<file path="config.mk">
export PLATFORM = sky130hd
export DESIGN_NAME = swx_exec
export DESIGN_NICKNAME = d
export VERILOG_FILES = /design/src/pkg/swx_pkg.sv /design/src/swx_decode.sv /design/src/swx_alu.sv /design/src/swx_exec.sv
export SDC_FILE = /design/constraint.sdc
export NUM_CORES = 1
export LEC_CHECK = 0
export ABC_AREA = 1
export BUFFER_PORTS_ARGS = -buffer_cell sky130_fd_sc_hd__buf_2
export CORE_MARGIN = 2
export CORE_UTILIZATION = 45
export CTS_CLUSTER_DIAMETER = 50
export DETAILED_ROUTE_END_ITERATION = 8
export PLACE_DENSITY = 0.74
export SETUP_SLACK_MARGIN = 0.5
export SKIP_LAST_GASP = 1
export SYNTH_ARGS = -nofsm -noshare
export SYNTH_HDL_FRONTEND = slang
export SYNTH_HIERARCHICAL = 1
export SYNTH_SLANG_ARGS = --single-unit
</file>
<file path="constraint.sdc">
create_clock -name mclk -period 5.3 [get_ports mclk]
set_clock_uncertainty 0.2 [all_clocks]
set_input_delay 0.265 -clock mclk [delete_from_list [all_inputs] [get_ports mclk]]
set_output_delay 0.265 -clock mclk [all_outputs]
set_load 0.005 [all_outputs]
</file>
<file path="src/pkg/swx_pkg.sv">
// Shared constants and types for the swap / direction / XOR execute block
package swx_pkg;

	////////////////////////////////////////////////////////////////////////
	// APB register byte offsets
	localparam logic [7:0] OFS_INSTR = 8'h00; // Instruction to execute
	localparam logic [7:0] OFS_WORK = 8'h04; // Working register
	localparam logic [7:0] OFS_STATUS = 8'h08; // Zero and ignored flags
	localparam logic [7:0] OFS_DIR5 = 8'h0c; // Direction, selector 5
	localparam logic [7:0] OFS_DIR6 = 8'h10; // Direction, selector 6
	localparam logic [7:0] OFS_DIR7 = 8'h14; // Direction, selector 7

	////////////////////////////////////////////////////////////////////////
	// Field positions
	localparam int DEST_BIT = 5; // Destination bit of file forms
	localparam int ZERO_BIT = 0; // Status: zero flag
	localparam int IGN_BIT = 1; // Status: ignored instruction, sticky

	////////////////////////////////////////////////////////////////////////
	// Opcode masks and match values (12-bit words)
	localparam logic [11:0] FILE_MASK = 12'hfc0;
	localparam logic [11:0] SWAP_MATCH = 12'h380; // 0011 10df ffff
	localparam logic [11:0] XORF_MATCH = 12'h180; // 0001 10df ffff
	localparam logic [11:0] DIR_MASK = 12'hff8;
	localparam logic [11:0] DIR_MATCH = 12'h000; // 0000 0000 0fff
	localparam logic [11:0] XORL_MASK = 12'hf00;
	localparam logic [11:0] XORL_MATCH = 12'hf00; // 1111 kkkk kkkk

	// Port selectors accepted by the direction load
	localparam logic [2:0] SEL_FIRST = 3'h5;
	localparam logic [2:0] SEL_SECOND = 3'h6;
	localparam logic [2:0] SEL_THIRD = 3'h7;

	////////////////////////////////////////////////////////////////////////
	// Values after reset
	localparam logic [11:0] INSTR_RST = 12'h000;
	localparam logic [7:0] WORK_RST = 8'h00;
	localparam logic [7:0] DIR_RST = 8'hff; // All pins input

	////////////////////////////////////////////////////////////////////////
	// Decoded operation, one-hot
	typedef enum logic [4:0] {
		OP_NONE = 5'b00001,
		OP_SWAP = 5'b00010,
		OP_DIR = 5'b00100,
		OP_XORL = 5'b01000,
		OP_XORF = 5'b10000
	} swx_op_t;

	// True when the masked word equals the pattern
	function automatic logic swx_match(input logic [11:0] word,
		input logic [11:0] mask, input logic [11:0] pat);
		return (word & mask) == pat;
	endfunction : swx_match

endpackage : swx_pkg

</file>
<file path="src/swx_decode.sv">
// Instruction decoder for the four supported opcodes
`timescale 1ns/1ps
module swx_decode
	import swx_pkg::*;
(
	input wire logic [11:0] instr,
	output swx_op_t op,
	output logic dest,
	output logic [4:0] faddr,
	output logic [7:0] literal
);

	////////////////////////////////////////////////////////////////////////
	// Field extraction is shared by all forms
	assign dest = instr[DEST_BIT];
	assign faddr = instr[4:0];
	assign literal = instr[7:0];

	// Pattern match; out-of-range selectors fall to no operation
	always_comb begin
		op = OP_NONE;
		if (swx_match(instr, FILE_MASK, SWAP_MATCH)) begin
			op = OP_SWAP;
		end else if (swx_match(instr, FILE_MASK, XORF_MATCH)) begin
			op = OP_XORF;
		end else if (swx_match(instr, XORL_MASK, XORL_MATCH)) begin
			op = OP_XORL;
		end else if (swx_match(instr, DIR_MASK, DIR_MATCH)
			&& instr[2:0] >= SEL_FIRST) begin
			op = OP_DIR;
		end
	end

endmodule : swx_decode

</file>
<file path="src/swx_alu.sv">
// Result path: nibble swap and the two XOR forms
`timescale 1ns/1ps
module swx_alu
	import swx_pkg::*;
#(
	parameter int WIDTH = 8
) (
	input swx_op_t op,
	input wire logic [WIDTH-1:0] work,
	input wire logic [WIDTH-1:0] fval,
	input wire logic [WIDTH-1:0] literal,
	output logic [WIDTH-1:0] result,
	output logic zero
);

	////////////////////////////////////////////////////////////////////////
	// Result by operation
	always_comb begin
		unique case (op)
			OP_SWAP: result = {fval[WIDTH/2-1:0],
				fval[WIDTH-1:WIDTH/2]};
			OP_XORL: result = work ^ literal;
			OP_XORF: result = work ^ fval;
			OP_DIR: result = work;
			OP_NONE: result = '0;
			default: result = '0; // Illegal one-hot code
		endcase
	end

	// Zero when every result bit is clear
	assign zero = (result == '0);

endmodule : swx_alu

</file>
<file path="src/swx_exec.sv">
// Swap / direction-load / XOR execute block with APB register access
// Function
// - Swap exchanges nibbles, flags kept
// - Decode swap; destination 0 writes work
// - Swap destination 1 writes file register
// - Direction load copies work, selectors 5-7
// - Direction load: one cycle, work kept
// - Literal XOR into work register
// - Literal XOR changes only zero flag
// - Decode file XOR; destination 0 writes work
// - File XOR destination 1 writes file
// - File XOR updates zero, one cycle
`timescale 1ns/1ps
module swx_exec
	import swx_pkg::*;
(
	input wire logic mclk,
	input wire logic resetn,
	// APB slave
	input wire logic psel,
	input wire logic penable,
	input wire logic pwrite,
	input wire logic [7:0] paddr,
	input wire logic [31:0] pwdata,
	output logic [31:0] prdata,
	output logic pready,
	output logic pslverr,
	// Core register file
	output logic [4:0] file_addr,
	input wire logic [7:0] file_rdata,
	output logic [7:0] file_wdata,
	output logic file_we,
	// Port direction registers
	output logic [7:0] first_port_direction,
	output logic [7:0] second_port_direction,
	output logic [7:0] third_port_direction
);

	////////////////////////////////////////////////////////////////////////
	// Declarations
	logic [11:0] instr_reg, instr_next; // Instruction being executed
	logic exec_reg, exec_next; // Execute cycle marker
	logic [31:0] prdata_reg, prdata_next; // Read data to master
	logic [7:0] work_reg, work_next; // Working register
	logic zero_reg, zero_next; // Zero flag
	logic ign_reg, ign_next; // Sticky: instruction ignored
	logic [7:0] dir5_reg, dir5_next; // Direction, selector 5
	logic [7:0] dir6_reg, dir6_next; // Direction, selector 6
	logic [7:0] dir7_reg, dir7_next; // Direction, selector 7
	logic [7:0] fwd_reg, fwd_next; // File write data
	logic fwe_reg, fwe_next; // File write strobe
	swx_op_t op; // Decoded operation
	logic dest; // Destination bit
	logic [4:0] faddr; // File address field
	logic [7:0] literal; // Literal field
	logic [7:0] alu_res; // Operation result
	logic alu_zero; // Result is zero
	logic apb_acc; // Access phase completing
	logic apb_wr; // Write completing
	logic mapped; // Address hits a register

	////////////////////////////////////////////////////////////////////////
	// Decoder and result path
	swx_decode u_decode (
		.instr(instr_reg),
		.op(op),
		.dest(dest),
		.faddr(faddr),
		.literal(literal)
	);

	swx_alu #(
		.WIDTH(8)
	) u_alu (
		.op(op),
		.work(work_reg),
		.fval(file_rdata),
		.literal(literal),
		.result(alu_res),
		.zero(alu_zero)
	);

	////////////////////////////////////////////////////////////////////////
	// APB handshake
	// Stall during the execute cycle so no bus write races the result
	assign pready = !exec_reg;
	assign apb_acc = psel && penable && pready;
	assign apb_wr = apb_acc && pwrite;

	// Address decode
	always_comb begin
		unique case (paddr)
			OFS_INSTR, OFS_WORK, OFS_STATUS,
			OFS_DIR5, OFS_DIR6, OFS_DIR7: mapped = 1'b1;
			default: mapped = 1'b0;
		endcase
	end

	// Unmapped addresses answer with an error, no side effect
	assign pslverr = apb_acc && !mapped;

	////////////////////////////////////////////////////////////////////////
	// Instruction capture: a write to the instruction register starts one
	// execute cycle on the next clock
	always_comb begin
		instr_next = instr_reg;
		exec_next = 1'b0;
		if (apb_wr && paddr == OFS_INSTR) begin
			instr_next = pwdata[11:0];
			exec_next = 1'b1;
		end
	end

	always_ff @(posedge mclk) begin
		if (!resetn) begin
			instr_reg <= INSTR_RST;
			exec_reg <= 1'b0;
		end else begin
			instr_reg <= instr_next;
			exec_reg <= exec_next;
		end
	end

	////////////////////////////////////////////////////////////////////////
	// Execution state
	always_comb begin
		work_next = work_reg;
		zero_next = zero_reg;
		ign_next = ign_reg;
		dir5_next = dir5_reg;
		dir6_next = dir6_reg;
		dir7_next = dir7_reg;
		fwd_next = fwd_reg;
		fwe_next = 1'b0;
		// Bus side: load work, clear ignored flag by writing one
		if (apb_wr && paddr == OFS_WORK) begin
			work_next = pwdata[7:0];
		end
		if (apb_wr && paddr == OFS_STATUS && pwdata[IGN_BIT]) begin
			ign_next = 1'b0;
		end
		// Execute comes after so a new set beats the clear
		if (exec_reg) begin
			unique case (op)
				OP_SWAP: begin
					// Status untouched
					if (dest) begin
						fwe_next = 1'b1;
						fwd_next = alu_res;
					end else begin
						work_next = alu_res;
					end
				end
				OP_XORF: begin
					zero_next = alu_zero;
					if (dest) begin
						fwe_next = 1'b1;
						fwd_next = alu_res;
					end else begin
						work_next = alu_res;
					end
				end
				OP_XORL: begin
					work_next = alu_res;
					zero_next = alu_zero;
				end
				OP_DIR: begin
					// Work and status keep their values
					unique case (instr_reg[2:0])
						SEL_FIRST: dir5_next = work_reg;
						SEL_SECOND: dir6_next = work_reg;
						default: dir7_next = work_reg;
					endcase
				end
				OP_NONE: ign_next = 1'b1; // Unknown word is a no-op
				default: ign_next = 1'b1; // Illegal one-hot code
			endcase
		end
	end

	always_ff @(posedge mclk) begin
		if (!resetn) begin
			work_reg <= WORK_RST;
			zero_reg <= 1'b0;
			ign_reg <= 1'b0;
			dir5_reg <= DIR_RST;
			dir6_reg <= DIR_RST;
			dir7_reg <= DIR_RST;
			fwd_reg <= WORK_RST;
			fwe_reg <= 1'b0;
		end else begin
			work_reg <= work_next;
			zero_reg <= zero_next;
			ign_reg <= ign_next;
			dir5_reg <= dir5_next;
			dir6_reg <= dir6_next;
			dir7_reg <= dir7_next;
			fwd_reg <= fwd_next;
			fwe_reg <= fwe_next;
		end
	end

	////////////////////////////////////////////////////////////////////////
	// Read data: built from next values so it is never a cycle stale
	always_comb begin
		prdata_next = prdata_reg;
		if (psel) begin
			unique case (paddr)
				OFS_INSTR: prdata_next = {20'h00000, instr_next};
				OFS_WORK: prdata_next = {24'h000000, work_next};
				OFS_STATUS: prdata_next = {30'h00000000, ign_next,
					zero_next};
				OFS_DIR5: prdata_next = {24'h000000, dir5_next};
				OFS_DIR6: prdata_next = {24'h000000, dir6_next};
				OFS_DIR7: prdata_next = {24'h000000, dir7_next};
				default: prdata_next = 32'h00000000;
			endcase
		end
	end

	always_ff @(posedge mclk) begin
		if (!resetn) begin
			prdata_reg <= 32'h00000000;
		end else begin
			prdata_reg <= prdata_next;
		end
	end

	////////////////////////////////////////////////////////////////////////
	// Outputs
	assign prdata = prdata_reg;
	assign file_addr = faddr; // From the instruction flop
	assign file_wdata = fwd_reg;
	assign file_we = fwe_reg;
	assign first_port_direction = dir5_reg;
	assign second_port_direction = dir6_reg;
	assign third_port_direction = dir7_reg;

	// Reference values computed apart from the result path
	logic [7:0] chk_swap; // Swapped file value
	logic [7:0] chk_xorf; // Work XOR file
	logic [7:0] chk_xorl; // Work XOR literal
	assign chk_swap = {file_rdata[3:0], file_rdata[7:4]};
	assign chk_xorf = work_reg ^ file_rdata;
	assign chk_xorl = work_reg ^ instr_reg[7:0];
endmodule : swx_exec

</file>
==> flow_metrics.env <==
export IMPL_worstSetupEndpointType="register"
export IMPL_clkTransAtPathRegs_ps=80
export IMPL_start_kind="register"
export IMPL_syn_to_final_growth_pct=13.15
export IMPL_place_congestion=0.9069
export IMPL_final_nets=818
export IMPL_grt_antenna_before_repair=0
export IMPL_cts_buffer_depth=2
export IMPL_routedWlPerCell_um=12.86
export IMPL_vdd_drop_max_mv=0.1354
export IMPL_drt_iter0_drc=347
export IMPL_drv_cap=0
export IMPL_critical_path_class="reg2reg"
export IMPL_preCtsSetupSlack_ps=1984
export IMPL_hpwl_um=8721
export IMPL_clock_sinks=68
export IMPL_initial_core_util_pct=45.91
export IMPL_overflow=0
export IMPL_netlist_area_um2=4425
export IMPL_leakagePower_nw=2.657
export IMPL_hp_class="in2reg"
export IMPL_die_area_um2=10640
export IMPL_vias=4466
export IMPL_finalSetupViolations=0
export IMPL_cts_tree="done"
export IMPL_die_x_um=103.2
export IMPL_setup_slack_ps=1858
export IMPL_final_period_utilization_pct=64.93
export IMPL_hold_buffers=1
export IMPL_fin_crit_ps=3442
export IMPL_final_cell_mix="nand2_1, nand3_1, inv_1"
export IMPL_grt_pass1_wl_um=18780
export IMPL_die_h_um=103.2
export IMPL_portBuffers=84
export IMPL_hold_viol_final=0
export IMPL_arrival_ps=3500
export IMPL_std_cell_rows=36
export IMPL_final_common_cell="nand2_1"
export IMPL_drcViolationCount=0
export IMPL_setup_tns_final_ps=0
export IMPL_io_pins=125
export IMPL_synthTopCellsByArea="dfxtp_1, nand2_1, nand3_1"
export IMPL_htreeDepth=3
export IMPL_synth_top_cell_area_share_pct=30.76
export IMPL_outcome="complete, no violations"
export IMPL_ant_nets=0
export IMPL_first_global_vias=3819
export IMPL_antennaDiodeCount=0
export IMPL_numCtsBuffers=9
export IMPL_cts_resized=0
export IMPL_drt_vias_per_instance=4.946
export IMPL_yosysWarnings=6
export IMPL_fmax_mhz=290.6
export IMPL_grt_max_degree=34
export IMPL_synth_cell_types=34
export IMPL_firstDrtPassIters=5
export IMPL_avgSynthCellArea_um2=6.331
export IMPL_insertion_delay_ps=360
export IMPL_slew_viol_final=0
export IMPL_power_density_nw_per_um2=228.0
export IMPL_core_um2=9639
export IMPL_drive_above_1_share_pct=18.44
export IMPL_post_cts_buffers=0
export IMPL_clockRootBuffer="clkbuf_8"
export IMPL_path_max_fanout=11
export IMPL_ys_seq_elements=68
export IMPL_syn_inst=699
export IMPL_synth_largest_area_cell="dfxtp_1"
export IMPL_wl_um=11610
export IMPL_rsz0062_at_grt="no"
export IMPL_n_fill_cell=1014
export IMPL_relSlewSlack_pct=46.52
export IMPL_max_slew_worst_pin_slew_ps=797.2
export IMPL_yosysSeqAreaShare_pct=30.76
export IMPL_required_ps=5360
export IMPL_grt_total_usage_pct=22.81
-- kinds of logic after synthesis --
group / synth area share, %
and+or+nand+nor: 44.98
other: 0.08474
AOI/OAI and AO/OA: 7.775
DFF: 30.76
buffers and inverters: 16.40
-- critical path, cell delays in order (launching register included) --
cell and delay, ps:
dfxtp_1 460, inv_1 60, nand2_1 60, nand2_1 50, nor2_2 90, a21oi_1 180, nor2_2 510, nand3_1 390
o21ai_0 270, inv_1 60, nand2_1 160, nor2_1 60, nand2_1 60, nor2_1 40, inv_1 70, nand3_1 100
nand3_1 140, nand2_1 60, nor2_1 80, nand3_1 110, nand2_1 80, nand2_1 50
-- cell type report --
cell class              count  area, um^2  share of cell area [%]
multi-input cells         507        2410                   48.13
flip-flops and latches     68        1361                   27.19
repair buffers             86       437.9                   8.746
inverters                  93       361.6                   7.221
well taps                 133       166.4                   3.323
clock inverters             7       146.4                   2.924
clock buffers               9       123.9                   2.474
-- synth_stat cells --
library cell,count
and2_1,1
a22o_1,4
conb_1,1
inv_1,86
nor2_8,2
a21oi_1,22
nor2_4,5
nor2_1,47
nand2_1,242
clkbuf_1,6
nor2_2,6
o21ai_4,1
a221oi_2,1
o211ai_1,7
clkinv_1,1
clkinv_4,2
inv_2,3
buf_6,5
nand3_4,4
nand3_1,90
dfxtp_1,68
nor3b_1,1
or2_1,1
nand4_1,13
nand3_2,1
nand4_4,1
inv_4,1
o21ai_0,23
buf_4,36
nand3b_1,1
buf_2,3
nor3b_4,1
nor3_2,3
nand2_2,10
-- stage by stage --
stage / std cells / instance area [um^2] / total power, mW / hold WS [ps] / util (%)
final: 903 / 5007 / 1.142 / 9.630 / 51.95
after global routing: 903 / 5007 / 1.176 / 14.48 / 51.95
after CTS: 903 / 5007 / 1.150 / 0.9755 / 51.95
after detailed placement: 886 / 4727 / 0.5666 / 234.3 / 49.04
after global placement: 886 / 4727 / 0.5662 / 232.1 / 49.04
after floorplan: 718 / 4497 / 0.5554 / 203.4 / -
-- power by group --
| group | switching (mW) | total [mW] | internal (mW) |
|---|---|---|---|
| sequential | 0.000124 | 0.510 | 0.510 |
| clock | 0.223 | 0.586 | 0.363 |
| combinational | 0.0315 | 0.0452 | 0.0137 |
| total | 0.254 | 1.14 | 0.887 |
-- path summary, 6_finish.rpt --
kind | startpoint | to | slack (ps) | cells after the start
worst min register to register | file_wdata[0] | file_wdata[0] | 240 | 2
worst min-delay path | pwdata[4] | instr_reg[4] | 10 | 3
worst max-delay path | instr_reg[1] | prdata[0] | 1860 | 21
worst max register to register | instr_reg[1] | prdata[0] | 1860 | 21
-- routing by layer --
metal	up-vias	share of wire (%)	GRT usage, %
met5	-	0	0
met4	0	2.3	9.211
met3	22	5.8	3.360
met2	160	45	36.31
met1	1986	46	31.10
li1	2298	-	-
No activity file was read; power rests on OpenSTA's default activity.
